<file path="src/common/tfi_pkg.sv">
// Shared constants for the transceiver fabric interface block.
// Assumes one reference clock; channel parallel clocks are enables.
package tfi_pkg;

	// Channel count, default parallel-rate divider and FIFO depth
	localparam int NCH_DEF     = 4;
	localparam int PAR_DIV_DEF = 4;
	localparam int FIFO_DEPTH  = 4;

	// Reference clock
	localparam real REF_PERIOD_NS = 8.0;

	// Receive word layout, 20-bit fabric mode, 10-bit symbols
	localparam int SYM_W      = 10;
	localparam int HALF_W     = 16;
	localparam int WORD_W     = 32;
	localparam int TXW_W      = 20;
	localparam int LO_SYM     = 0;
	localparam int HI_SYM     = 16;
	localparam int POS_SYNC   = 10;
	localparam int POS_DERR   = 11;
	localparam int POS_PDET   = 12;
	localparam int POS_RMDEL  = 13;
	localparam int POS_RMINS  = 14;
	localparam int POS_RDISP  = 15;

	// Reset values
	localparam logic [31:0] WORD_RST = 32'h0000_0000;
	localparam logic [19:0] TXW_RST  = 20'h0_0000;

	// Receive core clock selection
	typedef enum logic [1:0] {
		TFI_RX_SHARED_TX0 = 2'h0,
		TFI_RX_OWN_TX     = 2'h1,
		TFI_RX_OWN_RX     = 2'h2
	} tfi_rx_sel_t;

endpackage

</file>
<file path="src/hw/tfi_pcf_fifo.sv">
// Phase-compensation FIFO between two equal-rate clock enables.
// Assumes both enables come from the same clock domain.
`timescale 1ns/100ps
module tfi_pcf_fifo #(
	parameter int W     = 32,
	parameter int DEPTH = 4
) (
	input  wire logic         clk,
	input  wire logic         rst,
	input  wire logic         wr_en,
	input  wire logic [W-1:0] wr_data,
	input  wire logic         rd_en,
	output logic      [W-1:0] rd_data,
	output logic              rd_valid,
	output logic              overflow,
	output logic              underflow
);
	localparam int AW = $clog2(DEPTH);
	localparam logic [AW:0] HALF = (AW+1)'(DEPTH / 2);
	localparam logic [AW:0] FULL = (AW+1)'(DEPTH);

	logic [W-1:0]  mem [DEPTH];
	logic [AW-1:0] wp_q;
	logic [AW-1:0] rp_q;
	logic [AW:0]   cnt_q;
	logic          run_q;
	logic          do_wr;
	logic          do_rd;

	// Writes drop when full with no read that cycle, reads wait for half fill, then stall on empty
	assign do_wr = wr_en && (cnt_q != FULL || do_rd);
	assign do_rd = rd_en && run_q && cnt_q != '0;

	// Storage
	always_ff @(posedge clk) begin
		if (do_wr) begin
			mem[wp_q] <= wr_data;
		end
	end

	// Pointers and fill level
	always_ff @(posedge clk) begin
		if (rst) begin
			wp_q  <= '0;
			rp_q  <= '0;
			cnt_q <= '0;
		end else begin
			if (do_wr) begin
				wp_q <= (wp_q == AW'(DEPTH-1)) ? '0 : wp_q + 1'b1;
			end
			if (do_rd) begin
				rp_q <= (rp_q == AW'(DEPTH-1)) ? '0 : rp_q + 1'b1;
			end
			cnt_q <= cnt_q + (AW+1)'(do_wr) - (AW+1)'(do_rd);
		end
	end

	// Reading starts once half full, centring the phase margin
	always_ff @(posedge clk) begin
		if (rst) begin
			run_q <= 1'b0;
		end else if (cnt_q >= HALF) begin
			run_q <= 1'b1;
		end
	end

	// Output word and status pulses
	always_ff @(posedge clk) begin
		if (rst) begin
			rd_data   <= '0;
			rd_valid  <= 1'b0;
			overflow  <= 1'b0;
			underflow <= 1'b0;
		end else begin
			rd_valid  <= do_rd;
			overflow  <= wr_en && !do_wr;
			underflow <= rd_en && run_q && cnt_q == '0;
			if (do_rd) begin
				rd_data <= mem[rp_q];
			end
		end
	end
endmodule // tfi_pcf_fifo

</file>
<file path="src/hw/tfi_core.sv">
// Fabric side of a multi-channel transceiver block: receive word
// packing, core clock selection and phase-compensation FIFOs.
// Assumes fabric core clocks arrive on pins, unrelated to REF_CLK.
`timescale 1ns/100ps
module tfi_core #(
	parameter int NCH     = tfi_pkg::NCH_DEF,
	parameter int PAR_DIV = tfi_pkg::PAR_DIV_DEF
) (
	input  wire logic              REF_CLK,
	input  wire logic              RST,
	input  wire logic              PIPE_MODE,
	input  wire logic              TX_SHARED,
	input  wire logic [1:0]        RX_CLK_SEL,
	input  wire logic [NCH-1:0]    RX_HALF_RATE,
	input  wire logic [NCH-1:0]    TX_CORECLK_USE,
	input  wire logic [NCH-1:0]    TX_CORECLK,
	input  wire logic [NCH-1:0]    RX_CORECLK_USE,
	input  wire logic [NCH-1:0]    RX_CORECLK,
	input  wire logic [NCH*20-1:0] TX_DATAIN,
	input  wire logic [NCH*20-1:0] RX_SYM,
	input  wire logic [NCH*2-1:0]  RX_SYNC,
	input  wire logic [NCH*2-1:0]  RX_DISPERR,
	input  wire logic [NCH*2-1:0]  RX_PATDET,
	input  wire logic [NCH*2-1:0]  RX_RMDEL,
	input  wire logic [NCH*2-1:0]  RX_RMINS,
	input  wire logic [NCH*4-1:0]  RX_PIPESTAT,
	input  wire logic [NCH*2-1:0]  RX_RDISP,
	output logic      [NCH-1:0]    TX_CLKOUT,
	output logic      [NCH-1:0]    RX_CLKOUT,
	output logic      [NCH*20-1:0] TX_PMA_DATA,
	output logic      [NCH-1:0]    TX_PMA_VALID,
	output logic      [NCH*32-1:0] RX_DATAOUT,
	output logic      [NCH-1:0]    RX_DATA_VALID,
	output logic      [NCH-1:0]    TX_FIFO_OVF,
	output logic      [NCH-1:0]    TX_FIFO_UNF,
	output logic      [NCH-1:0]    RX_FIFO_OVF,
	output logic      [NCH-1:0]    RX_FIFO_UNF
);
	localparam int DW = $clog2(2 * PAR_DIV);
	localparam logic [DW-1:0] DIV_LAST  = DW'(PAR_DIV - 1);
	localparam logic [DW-1:0] DIV2_LAST = DW'(2 * PAR_DIV - 1);

	// Packs one half of the 20-bit mode receive word
	function automatic logic [15:0] pack_half(
		input logic [9:0] sym,
		input logic       sync,
		input logic       derr,
		input logic       pdet,
		input logic       del,
		input logic       ins,
		input logic [1:0] pstat,
		input logic       rdisp,
		input logic       pipe
	);
		logic [15:0] h;
		h                      = '0;
		h[9:0]                 = sym;
		h[tfi_pkg::POS_SYNC]   = sync;
		h[tfi_pkg::POS_DERR]   = derr;
		h[tfi_pkg::POS_PDET]   = pdet;
		h[tfi_pkg::POS_RMDEL]  = pipe ? pstat[0] : del;
		h[tfi_pkg::POS_RMINS]  = pipe ? pstat[1] : ins;
		h[tfi_pkg::POS_RDISP]  = rdisp;
		return h;
	endfunction

	logic [NCH-1:0] tx_par_en;
	logic [NCH-1:0] rx_par_en;
	logic [NCH-1:0] tx_wr_en;
	logic [NCH-1:0] rx_rd_en;
	logic [NCH-1:0] txc_s1_q;
	logic [NCH-1:0] txc_s2_q;
	logic [NCH-1:0] txc_s3_q;
	logic [NCH-1:0] rxc_s1_q;
	logic [NCH-1:0] rxc_s2_q;
	logic [NCH-1:0] rxc_s3_q;
	tfi_pkg::tfi_rx_sel_t rx_sel;

	assign rx_sel = tfi_pkg::tfi_rx_sel_t'(RX_CLK_SEL);

	// Fabric core clock pins: two-stage synchronisers, then edge stage.
	// Not reset, so a pin held high across reset gives no false edge.
	always_ff @(posedge REF_CLK) begin
		txc_s1_q <= TX_CORECLK;
		txc_s2_q <= txc_s1_q;
		txc_s3_q <= txc_s2_q;
		rxc_s1_q <= RX_CORECLK;
		rxc_s2_q <= rxc_s1_q;
		rxc_s3_q <= rxc_s2_q;
	end

	assign TX_CLKOUT = tx_par_en;
	assign RX_CLKOUT = rx_par_en;

	for (genvar c = 0; c < NCH; c++) begin : g_ch
		localparam logic [DW-1:0] PH = DW'(c % PAR_DIV);
		logic [DW-1:0] txd_q;
		logic [DW-1:0] rxd_q;
		logic [DW-1:0] rx_last;
		logic [31:0]   rx_word;
		logic [19:0]   tx_word;
		logic          tx_core_rise;
		logic          rx_core_rise;
		logic          rx_src_en;

		// Transmit parallel clock: fixed rate, divider never touches it
		always_ff @(posedge REF_CLK) begin
			if (RST) begin
				txd_q <= PH;
			end else begin
				txd_q <= (txd_q >= DIV_LAST) ? '0 : txd_q + 1'b1;
			end
		end
		assign tx_par_en[c] = (txd_q == DIV_LAST);

		// Receive parallel clock with local divide-by-two
		assign rx_last = RX_HALF_RATE[c] ? DIV2_LAST : DIV_LAST;
		always_ff @(posedge REF_CLK) begin
			if (RST) begin
				rxd_q <= PH;
			end else begin
				rxd_q <= (rxd_q >= rx_last) ? '0 : rxd_q + 1'b1;
			end
		end
		assign rx_par_en[c] = (rxd_q == rx_last);

		// Rising edges of the fabric-supplied core clocks
		assign tx_core_rise = txc_s2_q[c] && !txc_s3_q[c];
		assign rx_core_rise = rxc_s2_q[c] && !rxc_s3_q[c];

		// Transmit FIFO write clock selection
		always_comb begin
			if (TX_CORECLK_USE[c]) begin
				tx_wr_en[c] = tx_core_rise;
			end else if (TX_SHARED) begin
				tx_wr_en[c] = tx_par_en[0];
			end else begin
				tx_wr_en[c] = tx_par_en[c];
			end
		end

		// Receive FIFO read clock selection
		always_comb begin
			unique case (rx_sel)
				tfi_pkg::TFI_RX_SHARED_TX0: rx_src_en = tx_par_en[0];
				tfi_pkg::TFI_RX_OWN_TX:     rx_src_en = tx_par_en[c];
				tfi_pkg::TFI_RX_OWN_RX:     rx_src_en = rx_par_en[c];
				default:                    rx_src_en = rx_par_en[c];
			endcase
			rx_rd_en[c] = RX_CORECLK_USE[c] ? rx_core_rise
				: rx_src_en;
		end

		// Receive word packing, lower then upper symbol
		assign rx_word = {
			pack_half(RX_SYM[c*20+10 +: 10], RX_SYNC[c*2+1],
				RX_DISPERR[c*2+1], RX_PATDET[c*2+1], RX_RMDEL[c*2+1],
				RX_RMINS[c*2+1], RX_PIPESTAT[c*4+2 +: 2], RX_RDISP[c*2+1],
				PIPE_MODE),
			pack_half(RX_SYM[c*20 +: 10], RX_SYNC[c*2], RX_DISPERR[c*2],
				RX_PATDET[c*2], RX_RMDEL[c*2], RX_RMINS[c*2],
				RX_PIPESTAT[c*4 +: 2], RX_RDISP[c*2], PIPE_MODE)};

		// Transmit FIFO: fabric writes on core clock, PMA reads
		tfi_pcf_fifo #(
			.W     (tfi_pkg::TXW_W),
			.DEPTH (tfi_pkg::FIFO_DEPTH)
		) u_tx_fifo (
			.clk       (REF_CLK),
			.rst       (RST),
			.wr_en     (tx_wr_en[c]),
			.wr_data   (TX_DATAIN[c*20 +: 20]),
			.rd_en     (tx_par_en[c]),
			.rd_data   (tx_word),
			.rd_valid  (TX_PMA_VALID[c]),
			.overflow  (TX_FIFO_OVF[c]),
			.underflow (TX_FIFO_UNF[c])
		);
		assign TX_PMA_DATA[c*20 +: 20] = tx_word;

		// Receive FIFO: PMA writes, fabric reads on core clock
		tfi_pcf_fifo #(
			.W     (tfi_pkg::WORD_W),
			.DEPTH (tfi_pkg::FIFO_DEPTH)
		) u_rx_fifo (
			.clk       (REF_CLK),
			.rst       (RST),
			.wr_en     (rx_par_en[c]),
			.wr_data   (rx_word),
			.rd_en     (rx_rd_en[c]),
			.rd_data   (RX_DATAOUT[c*32 +: 32]),
			.rd_valid  (RX_DATA_VALID[c]),
			.overflow  (RX_FIFO_OVF[c]),
			.underflow (RX_FIFO_UNF[c])
		);

	end
endmodule // tfi_core

</file>
<file path="config.mk">
export PLATFORM = sky130hd
export DESIGN_NAME = tfi_core
export DESIGN_NICKNAME = d
export VERILOG_FILES = /design/src/common/tfi_pkg.sv /design/src/hw/tfi_pcf_fifo.sv /design/src/hw/tfi_core.sv
export SDC_FILE = /design/constraint.sdc
export NUM_CORES = 1
export LEC_CHECK = 0
export ABC_AREA = 1
export BUFFER_PORTS_ARGS = -buffer_cell sky130_fd_sc_hd__buf_2
export CAP_MARGIN = 10
export CORE_ASPECT_RATIO = 1.4
export CORE_MARGIN = 5
export CORE_UTILIZATION = 50
export DETAILED_ROUTE_END_ITERATION = 10
export PLACE_DENSITY = 0.72
export SYNTH_ARGS = -nofsm -noshare
export SYNTH_HDL_FRONTEND = slang
export SYNTH_SLANG_ARGS = --single-unit
export TNS_END_PERCENT = 5
</file>
<file path="constraint.sdc">
create_clock -name REF_CLK -period 3.6 [get_ports REF_CLK]
set_input_delay 0.36 -clock REF_CLK [delete_from_list [all_inputs] [get_ports REF_CLK]]
set_output_delay 0.36 -clock REF_CLK [all_outputs]
set_load 0.1 [all_outputs]
</file>
Word level (Yosys, flattened, before mapping) --
Memories as Yosys holds them, arrays and structs flattened. A register that Yosys moved wholly into a read port is not among the register bits. Index checks and enable logic that the tools add are counted. Widths: inputs -> output; s select.
Operators by class: $add $sub $neg 40, order comparisons 16, equality and inequality tests 33, mux-type cells 73, reduce and logical (&&, ||, !) cells 98
Operator list (count):
- $logic_and 1x1->1 | 48
- $mux 1 | 46
- $mux 2 | 20
- $ge 3x2->1 const B | 12
- $add 2x1->2 const B | 16
- $eq 2x2->1 const B | 16
- $add 3x1->3 | 8
- $add 3x1->3 const B | 8
- $logic_not 3->1 | 8
- $ne 3x3->1 const B | 8
- $reduce_bool 3->1 | 8
- $sub 3x1->3 | 8
- $reduce_or 2->1 | 9
- $logic_not 1->1 | 16
- $eq 3x2->1 const B | 4
- $eq 3x3->1 | 4
- $ge 3x3->1 | 4
- $mux 3 | 4
- $logic_or 1x1->1 | 8
- $pmux 1 s2 | 3
- $eq 2x1->1 const B | 1
- $logic_not 2->1 | 1
Word-level totals: bits in registers 136, bits in writable memories 832, output and inout port bits 240, word-level logic and storage cells 344, memories 8
Memory list:
- g_ch[0].u_rx_fifo.mem | words 4, bits a word 32, read ports 1, clocked after Yosys merged registers in 1, wr ports 1, line tfi_pcf_fifo.sv:22 | logic [W-1:0] mem [DEPTH];
- g_ch[1].u_rx_fifo.mem | words 4, bits a word 32, read ports 1, clocked after Yosys merged registers in 1, wr ports 1, line tfi_pcf_fifo.sv:22
- g_ch[2].u_rx_fifo.mem | words 4, bits a word 32, read ports 1, clocked after Yosys merged registers in 1, wr ports 1, line tfi_pcf_fifo.sv:22
- g_ch[3].u_rx_fifo.mem | words 4, bits a word 32, read ports 1, clocked after Yosys merged registers in 1, wr ports 1, line tfi_pcf_fifo.sv:22
- g_ch[0].u_tx_fifo.mem | words 4, bits a word 20, read ports 1, clocked after Yosys merged registers in 1, wr ports 1, line tfi_pcf_fifo.sv:22
- g_ch[1].u_tx_fifo.mem | words 4, bits a word 20, read ports 1, clocked after Yosys merged registers in 1, wr ports 1, line tfi_pcf_fifo.sv:22
- +2 memories

Depth between registers and ports, before layout --
depth after elaboration 10, gate-level depth with buffers 18, mapped depth without buffers 17

By module --
A second synthesis with hierarchy kept.
Second synthesis, totals: cell total of the unflattened synthesis 5189, area total of the unflattened synthesis 49812.8 um2
By module, submodules not included:
- tfi_pcf_fifo (g_ch[0].u_rx_fifo ...) | times used 3, cells each 747, area each 7181.9 um2
- tfi_pcf_fifo (g_ch[0].u_tx_fifo ...) | times used 2, cells each 496, area each 4774.6 um2
- tfi_pcf_fifo (g_ch[1].u_tx_fifo ...) | times used 2, cells each 497, area each 4765.8 um2
- tfi_pcf_fifo (g_ch[3].u_rx_fifo) | times used 1, cells each 748, area each 7196.9 um2
- tfi_core | times used 1, cells each 214, area each 1989.4 um2

Worst setup path before layout --
No wires, ideal clock.
path type register to register, from register g_ch[0].txd_q[0], to memory g_ch[2].u_rx_fifo.mem[0][0], enable pin, setup time 0.421 ns, arrival time 2.740 ns, setup slack 0.439 ns, cell stages (with the launch flop) 13, path buffers 0, cells stage by stage dfxtp_1 -> ha_1 -> ha_1 -> inv_1 -> nand2_2 -> nand2_1 -> nand2_1 -> nand2_1 -> nand2_2 -> nand2_1 -> nand2_1 -> nand2_1 -> nor2_1
Between the ends: word-level cells in the longest chain between the ends 9
RTL lines:
- start, declared | line tfi_core.sv:97 | logic [DW-1:0] txd_q;
- start signal, assigned | line tfi_core.sv:111 | txd_q <= (txd_q >= DIV_LAST) ? '0 : txd_q + 1'b1;
- $eq 3x2->1 | line tfi_core.sv:114 | assign tx_par_en[c] = (txd_q == DIV_LAST);
- via g_ch[0].u_tx_fifo.rd_en | line tfi_pcf_fifo.sv:12 | input wire logic rd_en,
- $pmux 1 s2 | line tfi_core.sv:144 | unique case (rx_sel)
- $mux 1 | line tfi_core.sv:150 | rx_rd_en[c] = RX_CORECLK_USE[c] ? rx_core_rise
- $logic_and 1x1->1 (2 in a row) | line tfi_pcf_fifo.sv:32 | assign do_rd = rd_en && run_q && cnt_q != '0;
- $logic_or 1x1->1 | line tfi_pcf_fifo.sv:31 | assign do_wr = wr_en && (cnt_q != FULL || do_rd);
- $logic_and 1x1->1 | line tfi_pcf_fifo.sv:31
- $mux 1 | line tfi_pcf_fifo.sv:36 | if (do_wr) begin
- $mux 1 (implied by the code) | line tfi_pcf_fifo.sv:37 | mem[wp_q] <= wr_data;
- end, declared | line tfi_pcf_fifo.sv:22
The timed path passes the listed nets, and every way through them passes these cells.

Worst setup path after layout --
from register g_ch[0].txd_q[0], to register g_ch[2].u_rx_fifo.cnt_q[2]
Between the ends: word-level cells in the longest chain between the ends 9
RTL lines:
- $eq 3x2->1 (*) | line tfi_core.sv:114
- $pmux 1 s2 (*) | line tfi_core.sv:144
- $mux 1 (*) | line tfi_core.sv:150
- $logic_and 1x1->1 (*) (2 in a row) | line tfi_pcf_fifo.sv:32
- $logic_or 1x1->1 | line tfi_pcf_fifo.sv:31
- $logic_and 1x1->1 | line tfi_pcf_fifo.sv:31
- $add 3x1->3 | line tfi_pcf_fifo.sv:54 | cnt_q <= cnt_q + (AW+1)'(do_wr) - (AW+1)'(do_rd);
- $sub 3x1->3 (*) | line tfi_pcf_fifo.sv:54
- end signal, assigned | line tfi_pcf_fifo.sv:54
- end, declared | line tfi_pcf_fifo.sv:25 | logic [AW:0] cnt_q;
Mark *: on every way between the ends. The rest lies on a longest branch, timed or not. A chain may end at the register's enable or synchronous reset.

==> summary by stage <==
Outcome
The flow ran to the end, and the final reports show no timing, DRC or antenna violations.

Die
The total area inside the core boundary comes to 88300 um2. The chip width is 262 um. The initial utilization of the core area, before any placement, comes to 0.504. The die covers 95100 um2. The floorplan row count is 129.

The die is 363 um tall. Pin placement for this block handled 490 I/O pins.

Placement
Once placement completed, the tool counted placed cells totaling 5119. The final HPWL from detailed placement is 64100 um. At the end of routability-driven placement, the weighted congestion stood at 0.789. Port buffering added 489 buffers.

Power and ir drop
Internal power comes to 22900 uW. IR analysis of the VDD net gives a maximum drop of 545 uV. The part of the power in combinational logic is 0.106. Power spread over the standard cell area amounts to 566 nW/um2. The completed layout was analyzed and its total power is 30400 uW. The clock share of power is 0.382.

The analysis attributes to cell leakage a power of 0.0199 uW. The power share of the sequential group is 0.512. The analysis attributes to net switching a power of 7500 uW. The fraction of power spent switching nets is 0.246.

STA
The remaining max-slew budget at the tightest pin is 0.218. Setup violations remaining at the end of the flow were counted as 0. The number of slew-limit violations in the final report is 0. The maximum clock frequency is 338 MHz. The clock period minus worst slack is 2.95 ns. The total count of hold-check failures in the final report is 0. Of the available clock period, the critical path in the final layout requires 0.821.

Setup repair after global routing left no endpoint under its margin. The worst-case clock skew is 0.0261 ns. The setup TNS is 0 ns.

At the pin with the least slew margin, the transition time is 1.17 ns.

Worst setup path
Along the worst path, the maximum fanout reaches 35. The end point of the critical path is g_ch[2].u_rx_fifo.cnt_q[2]. The type of the worst setup path is flop to flop. Measured in cells, the most critical reg-to-reg path has a length of 17. In this run the critical register-to-register path is captured at g_ch[2].u_rx_fifo.cnt_q[2].

In this run the critical register-to-register path is launched from g_ch[0].txd_q[0]. The critical path data arrival time is 3.52 ns. At the worst endpoint, the required time is 4.17 ns.

The critical path starts at g_ch[0].txd_q[0]. The startpoint type of the worst setup path is a flop. STA classifies the critical path endpoint as a flop. The reg2reg setup slack is 0.65 ns.

Routing
The average wire per standard cell is 18.8 um. The number of search-and-repair iterations in the first detailed-routing pass is 5. In this run, the number of DRC markers left after iteration 0 of detailed routing was 2303. In this run the remaining antenna-violating nets after routing total 0. The number of vias per cell after detailed routing is 5.26. The total wire length after detailed routing is 104000 um.

Across all layers, the routed design uses 29200 vias. In the routed design, unresolved DRC markers number 0.

GRT
The number of global-route vias before repair was 29200. The wire length of the first global-routing pass is 160000 um. For this run, the total global-route usage over all layers was measured as 0.212.

The initial antenna violation count is 21. Entering global routing, the biggest net connects 114 pins. For this run the aggregate overflow at the end of global routing stands at 0.

Synthesis
Of all flip-flops after synthesis, the portion carrying an async set or reset was 0. The flop and latch count out of synthesis is 1176. The mux contribution to synthesized area is 0.0257. Of the synthesized area, sequential elements account for 0.716.

Of the total synthesized cell area, the portion taken by AND, OR, NAND and NOR gates is 0.0910. The cell count after synthesis is 3617. By area the synthesized netlist is led by edfxtp_1 (56%), dfxtp_1 (15%), nor2_1 (5.8%).

The xor and xnor fraction of the mapped netlist area is 0.00217. The synthesized area is 44500 um2. In this run, synthesis inferred 832 flip-flops with an integrated enable. The count of warnings emitted by yosys is 0. The average instance area after synthesis is 12.3 um2. The main combinational cell family by area after synthesis is compound AO/OA/AOI/OAI gates. Among all flip-flop cells after synthesis, the most frequent one is edfxtp_1. Of the post-synthesis cell area, the dominant cell type holds 0.562. The top cell type by total area after synthesis is edfxtp_1. Of the total synthesized cell area, the portion taken by full adders, half adders and majority gates is 0.0261. The fraction of the mapped netlist area in compound gates is 0.0968. In this run, distinct cell masters in the synthesized netlist total 40. The number of nets handed over by synthesis was 3955.

Cells and area
Leaving out fill and tap cells, the most frequent cell in the layout is edfxtp_1. In the final layout, the share of cells above drive strength 1 is 0.183. The area added between synthesis and finish is 21.0%.

In the layout the commonest cells are edfxtp_1 (832), nor2_1 (663), buf_2 (488). The layout has 6646 filler cells. Once layout is complete, the cells apart from fillers number 5557.

The final layout contains 4607 nets.

CTS
The root buffer cell chosen for the clock tree is clkbuf_16. The TritonCTS clock tree is built. After clock tree synthesis, the setup repair step added 0 buffers. Clock-pin slew was measured on the worst setup and hold paths at 0.06 ns. The count of instances resized after the clock tree is built is 0. CTS built an H-tree with a depth of 3.

The clock sink count is 1176. In this run, post-CTS hold repair placed 220 buffers. The later pin in the worst-skew pair is clocked with a latency of 0.71 ns. The maximum buffer depth of the clock tree is 3. The number of clock buffers added by TritonCTS is 107.

Job
Max-cap violations in this run came to 0.

Worst hold path
In this run the worst hold path is classified as input port to flop.
## kinds of logic (layout without fill, tap and decap cells)
group | Yosys count | after routing
xor gates and xnor gates | 11 | 11
AOI/OAI and AO/OA | 780 | 780
buffers and inverters | 421 | 1165
other | 0 | 17
muxes | 112 | 112
and+or+nand+nor | 1029 | 1029
adders and majority gates | 88 | 88
DFF | 1176 | 1176
## per-layer routing
layer | vias up | GRT usage | wire, um
li1 | 14000 | - | -
met1 | 14100 | 0.250 | 39700
met2 | 924 | 0.374 | 52900
met3 | 185 | 0.0587 | 8450
met4 | 10 | 0.0735 | 3120
met5 | - | 0 | 66
## sequential cells by signal, summed over array words and instances, names as in the netlist, 8 cells and up
register and cells:
g_ch.u_tx_fifo.wp_q 8, g_ch.u_rx_fifo.cnt_q 12, g_ch.u_tx_fifo.rd_data 80, g_ch.u_rx_fifo.rd_data 128, g_ch.u_rx_fifo.rp_q 8, g_ch.rxd_q 12
g_ch.txd_q 12, g_ch.u_tx_fifo.rp_q 8, g_ch.u_rx_fifo.wp_q 8, g_ch.u_tx_fifo.mem 320, g_ch.u_rx_fifo.mem 512, g_ch.u_tx_fifo.cnt_q 12
## power by group through the flow
stage               registers [uW]  clock network, uW  logic (uW)
finish                       15600              11600        3240
global route                 15600              12500        3600
CTS                          15600              11900        3260
detailed placement           15900                  0        3030
global placement             15800                  0        2950
floorplan                    16200                  0        1760
## worst min path at each step
| stage | startpoint | end | slack (ns) | cells past startpoint |
|---|---|---|---|---|
| CTS | RX_PIPESTAT[7] | g_ch[1].u_rx_fifo.mem[3][30] | 0.0009 | 2 |
| detailed placement | txc_s1_q[1] | txc_s2_q[1] | 0.31 | 0 |
| global placement | txc_s1_q[1] | txc_s2_q[1] | 0.31 | 0 |
| floorplan | rxc_s1_q[0] | rxc_s2_q[0] | 0.31 | 0 |
| global route | RX_RMDEL[1] | g_ch[0].u_rx_fifo.mem[0][29] | 0.03 | 2 |
| finish | RX_PIPESTAT[11] | g_ch[2].u_rx_fifo.mem[3][30] | 0.07 | 2 |
## cell type report
cell class,count,area [um2],share of cell area
Timing Repair Buffer,774,5180,0.0963
Tap cell,1179,1480,0.0274
Sequential cell,1176,31900,0.592
Multi-Input combinational cell,2020,10800,0.201
Clock inverter,57,741,0.0138
Antenna cell,17,42.5,0.000791
Clock buffer,144,2930,0.0544
Inverter,190,731,0.0136
## worst max-delay path, stage by stage, from the launching register on
cell and delay, ns:
dfxtp_1 0.32, ha_1 0.19, ha_1 0.22, inv_1 0.17, nand2_2 0.08, nand2_1 0.09
nand2_1 0.09, nand2_1 0.08, nand2_2 0.07, nand3_4 0.08, clkinv_4 0.24, ha_1 0.38
inv_1 0.06, ha_1 0.13, inv_1 0.04, fa_1 0.37, xnor2_1 0.16, nor2_1 0.05
## stage by stage
stage | cell area, um2 | hold WS, ns | util | setup slack, ns
2_1_floorplan | 44500 | 0.310 | - | 0.439
3_3_place_gp | 47900 | 0.311 | 0.543 | 0.625
3_5_place_dp | 47900 | 0.313 | 0.543 | 0.593
4_1_cts | 53800 | 0.000906 | 0.609 | 0.571
5_1_grt | 53800 | 0.0272 | 0.609 | 0.392
6_report | 53800 | 0.0670 | 0.610 | 0.645
## Yosys cell counts, types with 10 or more instances
master,n
a21oi_2,10
mux2i_1,96
nand3_1,31
buf_4,38
dfxtp_1,344
a21oi_1,120
o32ai_1,32
edfxtp_1,832
a31oi_1,87
clkbuf_1,130
nor2_1,683
nor3_1,20
mux2_2,16
nand2_1,266
inv_1,183
nand2_2,13
o22ai_1,96
ha_1,80
buf_1,13
buf_2,41
o21ai_0,429
No activity file was read; power rests on OpenSTA's default activity.
